[src/cfm_pkg.sv]
// Package of shared types and constants for the clock fail monitor
package cfm_pkg;

    // Primary oscillator configuration modes
    typedef enum logic [2:0] {
        MODE_EXTERNAL_CLOCK_INPUT = 3'h0,
        MODE_RESISTOR_CAPACITOR = 3'h1,
        MODE_INTERNAL_SLOW_OSC = 3'h2,
        MODE_HIGH_SPEED_CRYSTAL = 3'h3,
        MODE_HIGH_SPEED_CRYSTAL_MULT = 3'h4,
        MODE_LOW_POWER_CRYSTAL = 3'h5,
        MODE_STANDARD_CRYSTAL = 3'h6
    } cfm_prim_mode_e;

    // System clock sources of the clock multiplexer
    typedef enum logic [1:0] {
        SRC_PRIMARY = 2'h0,
        SRC_SECONDARY = 2'h1,
        SRC_INTERNAL_OSC_MUX = 2'h2
    } cfm_clk_src_e;

    // Operating states of the clock control
    typedef enum logic [1:0] {
        ST_STARTUP = 2'b00,
        ST_RUN = 2'b01,
        ST_PWR_MANAGED = 2'b10,
        ST_SLEEP = 2'b11
    } cfm_state_e;

    // Reset values
    localparam cfm_clk_src_e CLK_SEL_RST = SRC_INTERNAL_OSC_MUX;
    localparam cfm_state_e STATE_RST = ST_STARTUP;
    localparam logic FAIL_SAFE_RST = 1'b0;
    localparam logic FAIL_FLAG_RST = 1'b0;
    localparam logic PRIM_EN_RST = 1'b1;
    localparam logic SYNC_RST = 1'b0;

    // Synchroniser depth for pin inputs
    localparam int SYNC_STAGES = 2;

endpackage

[src/cfm_fail_safe_monitor.sv]
// Fail-safe clock monitor with power-managed mode, reset and wake handling
`timescale 1ns/10ps
module cfm_fail_safe_monitor (
    input wire logic sys_clk_i,
    input wire logic rst_n_i,
    input wire logic prim_clk_i,
    input wire logic sec_clk_i,
    input wire logic slow_osc_i,
    input wire cfm_pkg::cfm_prim_mode_e prim_mode_i,
    input wire logic startup_timer_done_i,
    input wire logic pll_lock_done_i,
    input wire cfm_pkg::cfm_clk_src_e clk_sel_i,
    input wire logic clk_sel_wr_i,
    input wire logic pm_enter_i,
    input wire logic pm_sleep_i,
    input wire logic wake_irq_i,
    input wire logic fail_int_en_i,
    input wire logic fail_flag_clr_i,
    output cfm_pkg::cfm_clk_src_e clk_src_o,
    output logic fail_safe_o,
    output logic fail_flag_o,
    output logic startup_done_o,
    output logic prim_en_o,
    output logic cpu_run_o,
    output logic fail_wake_o,
    output logic monitor_armed_o
);
    import cfm_pkg::*;

    cfm_state_e state_r;
    cfm_state_e state_nxt;
    cfm_clk_src_e clk_sel_r;
    cfm_clk_src_e clk_sel_nxt;
    logic fail_safe_r;
    logic fail_safe_nxt;
    logic fail_flag_r;
    logic fail_flag_nxt;
    logic startup_done_r;
    logic startup_done_nxt;
    logic prim_en_r;
    logic prim_en_nxt;
    logic cpu_run_r;
    logic cpu_run_nxt;
    logic fail_wake_r;
    logic fail_wake_nxt;
    logic armed_r;
    logic armed_nxt;
    logic fail_det;
    logic crystal_mode;
    logic prim_stable;

    // Missing-edge detector on the source the system runs from
    cfm_edge_watch u_edge_watch (
        .sys_clk_i(sys_clk_i),
        .rst_n_i(rst_n_i),
        .prim_clk_i(prim_clk_i),
        .sec_clk_i(sec_clk_i),
        .slow_osc_i(slow_osc_i),
        .watch_sec_i(clk_sel_r == SRC_SECONDARY),
        .armed_i(armed_r),
        .fail_o(fail_det)
    );

    // Crystal and resonator modes need the start-up wait
    assign crystal_mode = (prim_mode_i == MODE_HIGH_SPEED_CRYSTAL) ||
                          (prim_mode_i == MODE_HIGH_SPEED_CRYSTAL_MULT) ||
                          (prim_mode_i == MODE_LOW_POWER_CRYSTAL) ||
                          (prim_mode_i == MODE_STANDARD_CRYSTAL);

    // Lock timer only matters for the multiplied crystal mode
    assign prim_stable = startup_timer_done_i &&
                         (pll_lock_done_i || (prim_mode_i != MODE_HIGH_SPEED_CRYSTAL_MULT));

    // State and clock selection
    always_comb begin
        state_nxt = state_r;
        clk_sel_nxt = clk_sel_r;
        startup_done_nxt = startup_done_r;
        prim_en_nxt = prim_en_r;
        fail_wake_nxt = 1'b0;
        unique case (state_r)
            ST_STARTUP: begin
                if (pm_enter_i) begin
                    clk_sel_nxt = clk_sel_i;
                    state_nxt = pm_sleep_i ? ST_SLEEP : ST_PWR_MANAGED;
                    if (clk_sel_i != SRC_PRIMARY) begin
                        prim_en_nxt = 1'b0;
                    end
                end else if (!crystal_mode) begin
                    clk_sel_nxt = SRC_PRIMARY;
                    startup_done_nxt = 1'b1;
                    state_nxt = ST_RUN;
                end else if (prim_stable) begin
                    // Internal block hands over; slow oscillator only samples now
                    clk_sel_nxt = SRC_PRIMARY;
                    startup_done_nxt = 1'b1;
                    state_nxt = ST_RUN;
                end else begin
                    clk_sel_nxt = SRC_INTERNAL_OSC_MUX;
                end
            end
            ST_RUN: begin
                if (pm_enter_i) begin
                    clk_sel_nxt = clk_sel_i;
                    state_nxt = pm_sleep_i ? ST_SLEEP : ST_PWR_MANAGED;
                end else if (fail_det) begin
                    clk_sel_nxt = SRC_INTERNAL_OSC_MUX;
                end else if (clk_sel_wr_i && !fail_safe_r) begin
                    clk_sel_nxt = clk_sel_i;
                end
            end
            ST_PWR_MANAGED: begin
                if (fail_det) begin
                    clk_sel_nxt = SRC_INTERNAL_OSC_MUX;
                    if (fail_int_en_i) begin
                        state_nxt = ST_RUN;
                        fail_wake_nxt = 1'b1;
                    end
                end else if (wake_irq_i) begin
                    // Clock stays as is, so after a failure it is the internal mux
                    state_nxt = ST_RUN;
                end
            end
            ST_SLEEP: begin
                if (wake_irq_i) begin
                    // Wake restarts the start-up wait; primary must restart
                    state_nxt = ST_STARTUP;
                    startup_done_nxt = 1'b0;
                    prim_en_nxt = 1'b1;
                    clk_sel_nxt = SRC_INTERNAL_OSC_MUX;
                end
            end
        endcase
        // A failure that meets a mode change, or a stale one at sleep entry,
        // must still leave the failed source: the set beats any selection
        if (fail_det) begin
            clk_sel_nxt = SRC_INTERNAL_OSC_MUX;
        end
        cpu_run_nxt = (state_nxt == ST_RUN) || (state_nxt == ST_STARTUP);
        // Watch only after start-up and never the fallback source itself
        armed_nxt = ((state_nxt == ST_RUN) || (state_nxt == ST_PWR_MANAGED)) &&
                    (clk_sel_nxt != SRC_INTERNAL_OSC_MUX);
    end

    // Fail-safe condition and interrupt flag; a new failure beats a clear
    always_comb begin
        fail_safe_nxt = fail_safe_r;
        fail_flag_nxt = fail_flag_r;
        if (pm_enter_i && ((state_r == ST_RUN) || (state_r == ST_STARTUP))) begin
            fail_safe_nxt = 1'b0;
        end
        if (fail_flag_clr_i) begin
            fail_flag_nxt = 1'b0;
        end
        if (fail_det) begin
            fail_safe_nxt = 1'b1;
            fail_flag_nxt = 1'b1;
        end
    end

    // Registers only
    always_ff @(posedge sys_clk_i or negedge rst_n_i) begin
        if (!rst_n_i) begin
            state_r <= STATE_RST;
            clk_sel_r <= CLK_SEL_RST;
            fail_safe_r <= FAIL_SAFE_RST;
            fail_flag_r <= FAIL_FLAG_RST;
            startup_done_r <= 1'b0;
            prim_en_r <= PRIM_EN_RST;
            cpu_run_r <= 1'b1;
            fail_wake_r <= 1'b0;
            armed_r <= 1'b0;
        end else begin
            state_r <= state_nxt;
            clk_sel_r <= clk_sel_nxt;
            fail_safe_r <= fail_safe_nxt;
            fail_flag_r <= fail_flag_nxt;
            startup_done_r <= startup_done_nxt;
            prim_en_r <= prim_en_nxt;
            cpu_run_r <= cpu_run_nxt;
            fail_wake_r <= fail_wake_nxt;
            armed_r <= armed_nxt;
        end
    end

    // Outputs straight from flops; firmware watches startup_done_o with a timeout
    assign clk_src_o = clk_sel_r;
    assign fail_safe_o = fail_safe_r;
    assign fail_flag_o = fail_flag_r;
    assign startup_done_o = startup_done_r;
    assign prim_en_o = prim_en_r;
    assign cpu_run_o = cpu_run_r;
    assign fail_wake_o = fail_wake_r;
    assign monitor_armed_o = armed_r;

    // Reset has proven no external source yet, so it must start on the internal mux
    if (CLK_SEL_RST != SRC_INTERNAL_OSC_MUX) begin : g_bad_rst_src
        $error("CLK_SEL_RST must select the internal oscillator mux");
    end

    // A primary held off after reset could never start, so start-up would hang
    if (PRIM_EN_RST != 1'b1) begin : g_bad_prim_rst
        $error("PRIM_EN_RST must enable the primary oscillator");
    end

    // Fail-safe and flag must leave reset clear, or a flag appears while unarmed
    if ((FAIL_SAFE_RST != 1'b0) || (FAIL_FLAG_RST != 1'b0)) begin : g_bad_fail_rst
        $error("Fail-safe and flag must reset clear");
    end

endmodule // cfm_fail_safe_monitor

[src/cfm_edge_watch.sv]
// Pin synchronisers and missing-edge detector of the clock fail monitor
`timescale 1ns/10ps
module cfm_edge_watch (
    input wire logic sys_clk_i,
    input wire logic rst_n_i,
    input wire logic prim_clk_i,
    input wire logic sec_clk_i,
    input wire logic slow_osc_i,
    input wire logic watch_sec_i,
    input wire logic armed_i,
    output logic fail_o
);
    import cfm_pkg::*;

    logic [SYNC_STAGES-1:0] prim_sync_r;
    logic [SYNC_STAGES-1:0] sec_sync_r;
    logic [SYNC_STAGES-1:0] slow_sync_r;
    logic [SYNC_STAGES-1:0] prim_sync_nxt;
    logic [SYNC_STAGES-1:0] sec_sync_nxt;
    logic [SYNC_STAGES-1:0] slow_sync_nxt;
    logic watched_last_r;
    logic watched_last_nxt;
    logic slow_last_r;
    logic slow_last_nxt;
    logic seen_r;
    logic seen_nxt;
    logic fail_r;
    logic fail_nxt;
    logic watched;
    logic watched_edge;
    logic slow_tick;

    // Shift pins through two stages; only the last stage feeds logic
    always_comb begin
        prim_sync_nxt = {prim_sync_r[SYNC_STAGES-2:0], prim_clk_i};
        sec_sync_nxt = {sec_sync_r[SYNC_STAGES-2:0], sec_clk_i};
        slow_sync_nxt = {slow_sync_r[SYNC_STAGES-2:0], slow_osc_i};
    end

    // Watched clock follows the source the multiplexer runs from
    assign watched = watch_sec_i ? sec_sync_r[SYNC_STAGES-1] : prim_sync_r[SYNC_STAGES-1];
    assign watched_edge = watched ^ watched_last_r;
    assign slow_tick = slow_sync_r[SYNC_STAGES-1] & ~slow_last_r;

    // One slow-oscillator period is the sampling window for an edge
    always_comb begin
        watched_last_nxt = watched;
        slow_last_nxt = slow_sync_r[SYNC_STAGES-1];
        fail_nxt = 1'b0;
        if (!armed_i) begin
            // Disarmed counts as seen, so arming always grants a full window
            seen_nxt = 1'b1;
        end else if (slow_tick) begin
            fail_nxt = ~seen_r & ~watched_edge;
            seen_nxt = watched_edge;
        end else begin
            seen_nxt = seen_r | watched_edge;
        end
    end

    // Registers only; a watched clock near 40 MHz, the bench system clock rate, aliases and is a known limit
    always_ff @(posedge sys_clk_i or negedge rst_n_i) begin
        if (!rst_n_i) begin
            prim_sync_r <= '0;
            sec_sync_r <= '0;
            slow_sync_r <= '0;
            watched_last_r <= SYNC_RST;
            slow_last_r <= SYNC_RST;
            seen_r <= 1'b1;
            fail_r <= 1'b0;
        end else begin
            prim_sync_r <= prim_sync_nxt;
            sec_sync_r <= sec_sync_nxt;
            slow_sync_r <= slow_sync_nxt;
            watched_last_r <= watched_last_nxt;
            slow_last_r <= slow_last_nxt;
            seen_r <= seen_nxt;
            fail_r <= fail_nxt;
        end
    end

    assign fail_o = fail_r;

    // Fewer than two stages would let a metastable pin value reach the logic
    if (SYNC_STAGES < 2) begin : g_bad_sync
        $error("SYNC_STAGES must be at least 2");
    end

endmodule // cfm_edge_watch

[config.mk]
export PLATFORM = sky130hd
export DESIGN_NAME = cfm_fail_safe_monitor
export DESIGN_NICKNAME = d
export VERILOG_FILES = /design/src/cfm_pkg.sv /design/src/cfm_fail_safe_monitor.sv /design/src/cfm_edge_watch.sv
export SDC_FILE = /design/constraint.sdc
export NUM_CORES = 1
export LEC_CHECK = 0
export BUFFER_PORTS_ARGS = -buffer_cell sky130_fd_sc_hd__buf_4
export CORE_MARGIN = 4
export CORE_UTILIZATION = 49
export CTS_CLUSTER_DIAMETER = 40
export CTS_CLUSTER_SIZE = 14
export DETAILED_ROUTE_END_ITERATION = 8
export PLACE_DENSITY_LB_ADDON = 0.08
export SETUP_SLACK_MARGIN = 0.4
export SYNTH_ARGS = -nofsm -noshare
export SYNTH_HDL_FRONTEND = slang
export SYNTH_SLANG_ARGS = --single-unit
[constraint.sdc]
create_clock -name sys_clk_i -period 1.7 [get_ports sys_clk_i]
set_input_delay 0.255 -clock sys_clk_i [delete_from_list [all_inputs] [get_ports sys_clk_i]]
set_output_delay 0.255 -clock sys_clk_i [all_outputs]
set_load 0.02 [all_outputs]
==> results of run 1 <==
-- worst max-delay path, stage by stage (launching register included) --
cell	delay, ns
sky130_fd_sc_hd__dfrtp_2	0.51
sky130_fd_sc_hd__buf_6	0.14
sky130_fd_sc_hd__buf_6	0.11
sky130_fd_sc_hd__buf_6	0.11
sky130_fd_sc_hd__nor2b_4	0.12
sky130_fd_sc_hd__a32oi_2	0.07
sky130_fd_sc_hd__o22a_1	0.26
sky130_fd_sc_hd__a21boi_2	0.14
-- logic make-up after synthesis --
logic type,share of synthesized area
xor+xnor,0.00924
buf+inv,0.0396
compound gates,0.139
simple gates,0.201
flops,0.559
mux,0.0264
fa+ha+maj,0.0264
-- power groups by stage --
stage | Clock, uW | Combinational, uW | Sequential (uW)
detailed placement | 0 | 387 | 667
finish | 237 | 542 | 673
floorplan | 0 | 192 | 701
global route | 271 | 587 | 684
CTS | 239 | 470 | 664
global placement | 0 | 375 | 668
-- synthesized netlist by cell type (2+ instances only) --
master                     instances
sky130_fd_sc_hd__a21oi_1           4
sky130_fd_sc_hd__buf_4             2
sky130_fd_sc_hd__dfrtp_1          17
sky130_fd_sc_hd__dfstp_2           4
sky130_fd_sc_hd__ha_1              2
sky130_fd_sc_hd__inv_1             6
sky130_fd_sc_hd__nand2_1           6
sky130_fd_sc_hd__nand2b_1          4
sky130_fd_sc_hd__nor2_1            5
sky130_fd_sc_hd__nor2b_1           7
sky130_fd_sc_hd__o21ai_0           4
-- final timing paths --
kind                                            start                    endpoint  slack (ns)  cells past startpoint
max                                        state_r[0]             monitor_armed_o        0.17                      7
min                                         sec_clk_i  u_edge_watch.sec_sync_r[0]        0.06                      1
max reg2reg                                state_r[0]             monitor_armed_o        0.17                      7
min reg2reg                u_edge_watch.sec_sync_r[0]  u_edge_watch.sec_sync_r[1]        0.36                      0
max in group asynchronous                     rst_n_i         u_edge_watch.seen_r        1.07                      2
min in group asynchronous                     rst_n_i                 fail_wake_o        0.36                      2
-- repair_timing --
action,in CTS,in global routing
gates resized for setup,15,15
pin swaps,3,5
setup buffers,5,2
endpoints found under the setup margin,6,7
hold buffers,1,0
endpoints found under the hold margin,17,0
-- cell type report --
class / instances / area [sq um]
multi-input cells: 55 / 499
flip-flops and latches: 21 / 534
inverters: 6 / 22.5
well taps: 25 / 31.3
clock inverters: 1 / 5.00
clock buffers: 3 / 22.5
repair buffers: 36 / 295
fillers: 124 / 373
-- through the flow --
| stage | cell area (sq um) | worst slack (ns) | instances | hold WS [ns] | power [uW] |
|---|---|---|---|---|---|
| final | 1410 | 0.168 | 147 | 0.0573 | 1450 |
| after global routing | 1410 | 0.0994 | 147 | 0.0323 | 1540 |
| after CTS | 1330 | 0.179 | 145 | 0.0555 | 1370 |
| after detailed placement | 1180 | 0.0433 | 135 | 0.148 | 1050 |
| after global placement | 1180 | 0.0789 | 135 | 0.147 | 1040 |
| after floorplan | 958 | 0.210 | 84 | -0.0406 | 893 |
-- metal layers --
layer	part of all wire	GRT usage	vias up
met5	0	0	-
met4	0.015	0.0393	0
met3	0.052	0.0344	6
met2	0.52	0.278	32
met1	0.42	0.249	380
li1	-	-	366
-- registers in the layout, indices dropped and copies added (netlist names) --
signal and flops:
fail_wake_o 1, clk_src_o 2, monitor_armed_o 1, u_edge_watch.fail_o 1
fail_safe_o 1, fail_flag_o 1, u_edge_watch.watched_last_r 1, u_edge_watch.slow_last_r 1
u_edge_watch.sec_sync_r 2, startup_done_o 1, u_edge_watch.seen_r 1, u_edge_watch.slow_sync_r 2
u_edge_watch.prim_sync_r 2, prim_en_o 1, state_r 2, cpu_run_o 1
==> qor.txt, run 1 <==
=====================================================================================
Run status                                                               finished, final reports clean
Highest-count cells in the layout ignoring fill and taps                 29 x sky130_fd_sc_hd__buf_4, 14 x sky130_fd_sc_hd__dfrtp_1, 6 x sky130_fd_sc_hd__buf_6
Cell area after technology mapping                                          948 sq um
Antenna violations before repair                                                    0
Via total after detailed routing                                                  784
Largest net degree at the start of global routing                                  22
Cell Int Power                                                                 964 uW
Biggest area consumer among synthesized cells                            sky130_fd_sc_hd__dfrtp_1
Port Buffers                                                                       26
Register clock-pin slew on the reported worst setup and hold paths            0.12 ns
Antenna diode count                                                                 0
Number of DRC violations after detailed-routing iteration 0                         7
Synthesized netlist net count                                                     104
Number of max-cap violations                                                        0
Class of the most critical setup path                                    register to register
Setup TNS Final                                                                  0 ns
Required arrival time at the worst endpoint                                   1.94 ns
Total power per unit cell area                                           1030 nW/um^2
Slew Limit Headroom                                                             0.824
Row count                                                                          15
H-tree depth reported by CTS                                                        1
Count of cell types in the netlist                                                 34
GRT Total Usage                                                                 0.176
Primary flip-flop cell chosen by synthesis mapping                       sky130_fd_sc_hd__dfrtp_1
DIE WIDTH                                                                     52.0 um
Share of total power in the clock network                                       0.163
CTS max path bufs                                                                   2
Clock root buffer                                                        sky130_fd_sc_hd__clkbuf_4
Actual transition at the worst max-transition pin                            0.264 ns
Maximum clock frequency                                                       653 MHz
Layout Nets                                                                       143
Sequential element share of the synthesized area                                0.559
Final RePlAce weighted congestion                                               0.766
Clock sink count                                                                   21
Area added between synthesis and finish                                         48.7%
Placeable core region                                                      1780 sq um
Detail-routed net length per standard cell                                    15.7 um
Sw frac                                                                         0.336
Fraction of the cycle the final worst path needs                                0.901
Arrival time of data at the critical path endpoint                            1.77 ns
Total wirelength of the detailed-routed design                                2310 um
Share of the core filled with cells                                             0.791
Post-synthesis register bit count                                                  21
Area of the die                                                            2700 sq um
DRC violation count after routing                                                   0
Number of iterations in the first detailed-routing pass                             4
Die extent in y                                                               52.0 um
Yosys top cell area share                                                       0.449
Worst setup SP type                                                          register
Count of nets left with antenna violations after detail routing                     0
Worst Hold Class                                                         primary input to register
Async set or reset register ratio after synthesis                                1.00
Inserted Clock Buffers                                                              3
IO Count                                                                           27
RSZ-0062 raised after global routing                                             true
Pins over their slew limit                                                          0
Count of endpoints failing hold in the final timing report                          0
Mean area per synthesized cell                                             11.3 sq um
Most frequent standard cell in the layout excluding fill and tap cells   sky130_fd_sc_hd__buf_4
Register share of total power                                                   0.463
Vias per cell                                                                    5.33
Final setup skew                                                           0.00606 ns
Remaining global-route overflow                                                     0
CTS tree                                                                         done
Leak pwr                                                                  0.000666 uW
Cell types occupying the most area after synthesis                       sky130_fd_sc_hd__dfrtp_1 45%, sky130_fd_sc_hd__dfstp_2 11%, sky130_fd_sc_hd__nor2b_1 4.6%, sky130_fd_sc_hd__ha_1 2.6%, sky130_fd_sc_hd__nand2b_1 2.6%
Net switching power                                                            488 uW
DP Wirelength                                                                 1440 um
Final critical path time including I/O delays and setup                       1.53 ns
Number of synthesized flops with an enable pin                                      0
Yosys synthesis warning count                                                       0
Largest fanout on the critical path                                                 7
Worst IR drop on VDD                                                           639 uV
Relative contribution of combinational cells to total power                     0.373
Setup crit end kind                                                          register
Setup Viol. Count Final                                                             0
Synthesized instance count                                                         84
Ratio of cells with drive above 1 in the final layout                           0.574
Via count of the first global-routing pass                                        729
Source-to-sink clock delay at the later pin of the worst-skew pair            0.30 ns
Global-route wire length before repair                                        3510 um
Initial Utilization                                                             0.532
=====================================================================================
Power figures use the tool's default switching activity.
==> run 2: changes to the inputs <==
==> constraint.sdc (replaced) <==
create_clock -name sys_clk_i -period 1.7 [get_ports sys_clk_i]
set_input_delay 0 -clock sys_clk_i [delete_from_list [all_inputs] [get_ports sys_clk_i]]
set_output_delay 0 -clock sys_clk_i [all_outputs]
set_load 0.02 [all_outputs]
==> qor.txt, run 2 (same netlist as run 1, synthesis figures left out) <==
=====================================================================================
Endpoint of the worst hold path                                             prim_en_o   was u_edge_watch.sec_sync_r[0]
Highest-count cells in the layout ignoring fill and taps                 31 x sky130_fd_sc_hd__buf_4, 14 x sky130_fd_sc_hd__dfrtp_1, 7 x sky130_fd_sc_hd__dlygate4sd3_1   was 29 x sky130_fd_sc_hd__buf_4, 14 x sky130_fd_sc_hd__dfrtp_1, 6 x sky130_fd_sc_hd__buf_6
DIE WIDTH                                                                     52.0 um   unchanged
Max stage delay on crit path                                                  0.56 ns   was 0.51 ns
Area added between synthesis and finish                                         46.3%   was 48.7%
Critical path cell sequence                                              nand2b_4 > mux2_4 > xor2_2 > nor4b_2   was buf_6 > buf_6 > buf_6 > nor2b_4 > a32oi_2 > o22a_1 > a21boi_2
Worst setup SP type                                                          register   unchanged
Count of endpoints failing hold in the final timing report                          0   unchanged
CTS max path bufs                                                                   2   unchanged
Fraction of the cycle the final worst path needs                                0.863   was 0.901
Clock sink count                                                                   21   unchanged
Slowest library cell on the worst path                                   sky130_fd_sc_hd__dfstp_2   was sky130_fd_sc_hd__dfrtp_2
RSZ-0062 raised after global routing                                             true   unchanged
Via total after detailed routing                                                  779   was 784
Arrival time of data at the critical path endpoint                            1.68 ns   was 1.77 ns
Remaining global-route overflow                                                     0   unchanged
Clock root buffer                                                        sky130_fd_sc_hd__clkbuf_4   unchanged
Placeable core region                                                      1780 sq um   unchanged
Setup crit end kind                                                          register   unchanged
Worst min-delay path startpoint                                          clk_sel_i[1]   was sec_clk_i
Post-Layout Cell Count                                                            150   was 147
Area of the die                                                            2700 sq um   unchanged
Via count of the first global-routing pass                                        780   was 729
Count of nets left with antenna violations after detail routing                     0   unchanged
Worst Hold Class                                                         primary input to register   unchanged
Number of cells in the design after placement                                     135   unchanged
Run status                                                               finished, final reports clean   unchanged
Required arrival time at the worst endpoint                                   1.91 ns   was 1.94 ns
Largest net degree at the start of global routing                                  22   unchanged
Vias per cell                                                                    5.19   was 5.33
Leak pwr                                                                  0.000654 uW   was 0.000666 uW
Maximum clock frequency                                                       682 MHz   was 653 MHz
Layout Nets                                                                       146   was 143
Critical path buffer and inverter count                                             0   was 3
Register-to-register setup slack                                              0.23 ns   was 0.17 ns
Most frequent standard cell in the layout excluding fill and tap cells   sky130_fd_sc_hd__buf_4   unchanged
Reg2Reg Launch Point                                                     clk_src_o[1]   was state_r[0]
Slew Limit Headroom                                                             0.783   was 0.824
CTS tree                                                                         done   unchanged
Port Buffers                                                                       26   unchanged
Setup Viol. Count Final                                                             0   unchanged
Hold Path Depth                                                                     4   was 1
Initial Utilization                                                             0.532   unchanged
Total wirelength of the detailed-routed design                                2150 um   was 2310 um
Class of the most critical setup path                                    register to register   unchanged
GRT Total Usage                                                                 0.179   was 0.176
Final critical path time including I/O delays and setup                       1.47 ns   was 1.53 ns
Ratio of cells with drive above 1 in the final layout                           0.496   was 0.574
Die extent in y                                                               52.0 um   unchanged
Inserted Clock Buffers                                                              3   unchanged
Number of iterations in the first detailed-routing pass                             4   unchanged
Cell family with the largest share of critical-path delay                  flip-flops   unchanged
Register clock-pin slew on the reported worst setup and hold paths            0.11 ns   was 0.12 ns
Global-route wire length before repair                                        3530 um   was 3510 um
Crit Reg-Reg Endpoint                                                    u_edge_watch.fail_o   was monitor_armed_o
H-tree depth reported by CTS                                                        1   unchanged
Source-to-sink clock delay at the later pin of the worst-skew pair            0.30 ns   about the same
DP Wirelength                                                                 1520 um   was 1440 um
Number of DRC violations after detailed-routing iteration 0                        12   was 7
Row count                                                                          15   unchanged
Detail-routed net length per standard cell                                    14.3 um   was 15.7 um
Final setup skew                                                           0.00447 ns   was 0.00606 ns
Final RePlAce weighted congestion                                               0.778   was 0.766
Worst setup path startpoint                                              clk_src_o[1]   was state_r[0]
Antenna violations before repair                                                    0   unchanged
Total of fill cells in the finished design                                        127   was 124
Worst IR drop on VDD                                                           746 uV   was 639 uV
Cell area after placement                                                  1210 sq um   was 1180 sq um
Pins over their slew limit                                                          0   unchanged
Total power consumption of the routed design                                  1380 uW   was 1450 uW
R2r worst-path depth                                                                4   was 7
Actual transition at the worst max-transition pin                            0.325 ns   was 0.264 ns
Final design instance area without fill                                    1390 sq um   was 1410 sq um
IO Count                                                                           27   unchanged
DRC violation count after routing                                                   0   unchanged
Largest fanout on the critical path                                                 2   was 7
Number of max-cap violations                                                        0   unchanged
Setup TNS Final                                                                  0 ns   unchanged
Total power per unit cell area                                            995 nW/um^2   was 1030 nW/um^2
Antenna diode count                                                                 0   unchanged
=====================================================================================
## run 2: changes by cell type in the layout (fill, tap and decap cells not counted), sizes merged
cell	previous run	this run
buf	35	32
dlygate4sd3	1	7
## run 2: metrics by stage
stage	worst slack (ns)	hold WS, ns	utilization
final	0.233	0.0479	0.778
after global routing	0.133	0.0606	0.778
after CTS	0.220	0.0430	0.754
after detailed placement	0.132	-0.106	0.681
after global placement	0.197	-0.106	0.681
after floorplan	0.210	-0.296	-
## run 2: worst max path at each step
| stage | to | cells past startpoint |
|---|---|---|
| 2_1_floorplan | u_edge_watch.fail_o | 4 |
| 3_3_place_gp | cpu_run_o | 7 |
| 3_5_place_dp | cpu_run_o | 7 |
| 4_1_cts | u_edge_watch.fail_o | 4 |
| 5_1_grt | u_edge_watch.fail_o | 4 |
| 6_report | u_edge_watch.fail_o | 4 |
## run 2: where the power goes
group          switching [uW]  internal [uW]
sequential               73.6            591
combinational             228            253
clock                     147           87.5
## run 2: cell type report
cell class | count | area [sq um] | share of cell area
inverter | 6 | 22.5 | 0.0162
sequential | 21 | 534 | 0.385
clock inverter | 1 | 5.00 | 0.00361
multi-input combinational | 55 | 458 | 0.330
clock buffer | 3 | 22.5 | 0.0162
tap | 25 | 31.3 | 0.0225
timing repair buffer | 39 | 314 | 0.226
## run 2: per-layer routing
layer,part of all wire,global-route usage,up-vias
met5,0,0,-
met4,0.011,0.0699,0
met3,0.044,0.0344,4
met2,0.54,0.299,27
met1,0.41,0.226,380
li1,-,-,368
## run 2: repair_timing
item                                    CTS  global route
pin swaps                                 0             4
setup buffers                             2             2
hold buffers                              7             0
endpoints found under the setup margin    5             6
resized for setup                         3             7
hold endpoints to repair                 27             0
## run 2: worst min-delay path, stage by stage
cell	delay, ns
sky130_fd_sc_hd__buf_4	0.08
sky130_fd_sc_hd__o21ai_0	0.07
sky130_fd_sc_hd__a21oi_1	0.15
sky130_fd_sc_hd__nor2_1	0.05
==> run 3: changes to the inputs <==
--- a/config.mk
+++ b/config.mk
@@ -11,6 +11,7 @@
 export CTS_CLUSTER_DIAMETER = 40
 export CTS_CLUSTER_SIZE = 14
 export DETAILED_ROUTE_END_ITERATION = 8
+export GPL_ROUTABILITY_DRIVEN = 0
 export PLACE_DENSITY_LB_ADDON = 0.08
 export SETUP_SLACK_MARGIN = 0.4
 export SYNTH_ARGS = -nofsm -noshare
==> constraint.sdc (replaced) <==
create_clock -name sys_clk_i -period 1.7 [get_ports sys_clk_i]
set_input_delay 0.17 -clock sys_clk_i [delete_from_list [all_inputs] [get_ports sys_clk_i]]
set_output_delay 0.17 -clock sys_clk_i [all_outputs]
set_load 0.02 [all_outputs]
==> qor.txt, run 3 (same netlist as run 1, synthesis figures left out) <==
=====================================================================================
DRC violation count after routing                                                   0   unchanged
Total power consumption of the routed design                                  1380 uW   about the same
Largest fanout on the critical path                                                 7   was 2
Arrival time of data at the critical path endpoint                            1.72 ns   was 1.68 ns
Setup crit end kind                                                          register   unchanged
Post-Layout Cell Count                                                            146   was 150
Placeable core region                                                      1780 sq um   unchanged
DP Wirelength                                                                 1440 um   was 1520 um
Run status                                                               finished, final reports clean   unchanged
Global-route wire length before repair                                        3360 um   was 3530 um
Maximum clock frequency                                                       657 MHz   was 682 MHz
Clock root buffer                                                        sky130_fd_sc_hd__clkbuf_4   unchanged
Highest-count cells in the layout ignoring fill and taps                 29 x sky130_fd_sc_hd__buf_4, 14 x sky130_fd_sc_hd__dfrtp_1, 6 x sky130_fd_sc_hd__inv_1   was 31 x sky130_fd_sc_hd__buf_4, 14 x sky130_fd_sc_hd__dfrtp_1, 7 x sky130_fd_sc_hd__dlygate4sd3_1
IO Count                                                                           27   unchanged
Antenna diode count                                                                 0   unchanged
Setup TNS Final                                                                  0 ns   unchanged
Number of max-cap violations                                                        0   unchanged
Pins over their slew limit                                                          0   unchanged
Share of total power in the clock network                                       0.177   was 0.170
CTS max path bufs                                                                   2   unchanged
Vias per cell                                                                    5.23   was 5.19
Count of nets left with antenna violations after detail routing                     0   unchanged
Required arrival time at the worst endpoint                                   1.89 ns   was 1.91 ns
GRT Total Usage                                                                 0.171   was 0.179
DIE WIDTH                                                                     52.0 um   unchanged
CTS tree                                                                         done   unchanged
Worst setup SP type                                                          register   unchanged
Final setup skew                                                            0.0116 ns   was 0.00447 ns
Clock sink count                                                                   21   unchanged
Total of fill cells in the finished design                                        135   was 127
Share of the core filled with cells                                             0.759   was 0.778
Port Buffers                                                                       26   unchanged
Net switching power                                                            455 uW   was 449 uW
Count of endpoints failing hold in the final timing report                          0   unchanged
Number of cells in the design after placement                                     135   unchanged
Number of DRC violations after detailed-routing iteration 0                        11   was 12
Largest net degree at the start of global routing                                  22   unchanged
Remaining global-route overflow                                                     0   unchanged
Die extent in y                                                               52.0 um   unchanged
Row count                                                                          15   unchanged
Ratio of cells with drive above 1 in the final layout                           0.504   was 0.496
Via count of the first global-routing pass                                        781   was 780
Number of iterations in the first detailed-routing pass                             4   unchanged
Initial Utilization                                                             0.532   unchanged
Layout Nets                                                                       142   was 146
Area of the die                                                            2700 sq um   unchanged
Class of the most critical setup path                                    register to register   unchanged
H-tree depth reported by CTS                                                        1   unchanged
Register clock-pin slew on the reported worst setup and hold paths            0.13 ns   was 0.11 ns
Source-to-sink clock delay at the later pin of the worst-skew pair            0.31 ns   was 0.30 ns
Via total after detailed routing                                                  764   was 779
Antenna violations before repair                                                    0   unchanged
Most frequent standard cell in the layout excluding fill and tap cells   sky130_fd_sc_hd__buf_4   unchanged
Worst Hold Class                                                         primary input to register   unchanged
Final critical path time including I/O delays and setup                       1.52 ns   was 1.47 ns
RSZ-0062 raised after global routing                                             true   unchanged
Slew Limit Headroom                                                             0.827   was 0.783
Area added between synthesis and finish                                         42.7%   was 46.3%
Leak pwr                                                                  0.000638 uW   was 0.000654 uW
Worst IR drop on VDD                                                           648 uV   was 746 uV
Setup Viol. Count Final                                                             0   unchanged
Fraction of the cycle the final worst path needs                                0.895   was 0.863
Cell Int Power                                                                 928 uW   was 931 uW
Total wirelength of the detailed-routed design                                2020 um   was 2150 um
Detail-routed net length per standard cell                                    13.8 um   was 14.3 um
Actual transition at the worst max-transition pin                            0.259 ns   was 0.325 ns
Total power per unit cell area                                           1020 nW/um^2   was 995 nW/um^2
Sw frac                                                                         0.329   was 0.325
Inserted Clock Buffers                                                              3   unchanged
Register share of total power                                                   0.479   was 0.481
Relative contribution of combinational cells to total power                     0.343   was 0.349
=====================================================================================
[run 3: changes by cell type in the layout (fill, tap and decap cells not counted), sizes merged]
| cell | delta |
|---|---|
| dlygate4sd3 | -3 |
| buf | -1 |
[run 3: worst paths after layout]
path                                             startpoint                     endpoint  slack, ns  depth (start not counted)
worst max register to register                   state_r[0]              monitor_armed_o       0.18                          6
max in group asynchronous                           rst_n_i          u_edge_watch.seen_r       1.16                          2
worst min register to register  u_edge_watch.prim_sync_r[0]  u_edge_watch.prim_sync_r[1]       0.36                          0
worst min-delay path                          fail_int_en_i                  fail_wake_o       0.12                          2
worst max-delay path                             state_r[0]              monitor_armed_o       0.18                          6
min in group asynchronous                           rst_n_i                  fail_flag_o       0.25                          2
[run 3: routing by layer]
layer | GRT usage | share of wire
met5 | 0 | 0
met4 | 0.0786 | 0.018
met3 | 0.0344 | 0.047
met2 | 0.301 | 0.53
met1 | 0.197 | 0.40
[run 3: critical path, cell delays in order (launching register included)]
cell and delay (ns):
sky130_fd_sc_hd__dfrtp_2 0.50, sky130_fd_sc_hd__nor2b_4 0.15, sky130_fd_sc_hd__nand2_2 0.09, sky130_fd_sc_hd__o2111ai_2 0.09, sky130_fd_sc_hd__o21ai_2 0.09, sky130_fd_sc_hd__ha_1 0.31, sky130_fd_sc_hd__a21boi_2 0.16
[run 3: layout make-up]
type	count	area [sq um]	share of cell area
Sequential cell	21	534	0.395
Tap cell	25	31.3	0.0231
Clock inverter	1	5.00	0.00370
Multi-Input combinational cell	55	458	0.338
Inverter	6	22.5	0.0166
Clock buffer	3	22.5	0.0166
Timing Repair Buffer	35	280	0.207
[run 3: metrics by stage]
step / hold slack (ns) / worst slack [ns] / instance area [sq um]
floorplan: -0.126 / 0.210 / 992
global placement: 0.0618 / 0.0710 / 1210
detailed placement: 0.0657 / 0.0680 / 1210
CTS: 0.114 / 0.198 / 1320
global route: 0.111 / 0.140 / 1350
finish: 0.120 / 0.178 / 1350
[run 3: repair_timing]
| item | in CTS | in global routing |
|---|---|---|
| hold buffers | 4 | 0 |
| hold endpoints to repair | 24 | 0 |
| gates cloned | 0 | 0 |
| gates resized for setup | 4 | 7 |
| buffers inserted | 2 | 1 |
| pin swaps | 0 | 2 |
| endpoints found under the setup margin | 6 | 7 |
[run 3: power groups by stage]
| stage | registers, uW | logic (uW) | clock network [uW] |
|---|---|---|---|
| final | 663 | 475 | 245 |
| after detailed placement | 670 | 400 | 0 |
| after floorplan | 702 | 210 | 0 |
| after global placement | 667 | 392 | 0 |
| after CTS | 659 | 449 | 256 |
| after global routing | 676 | 510 | 277 |
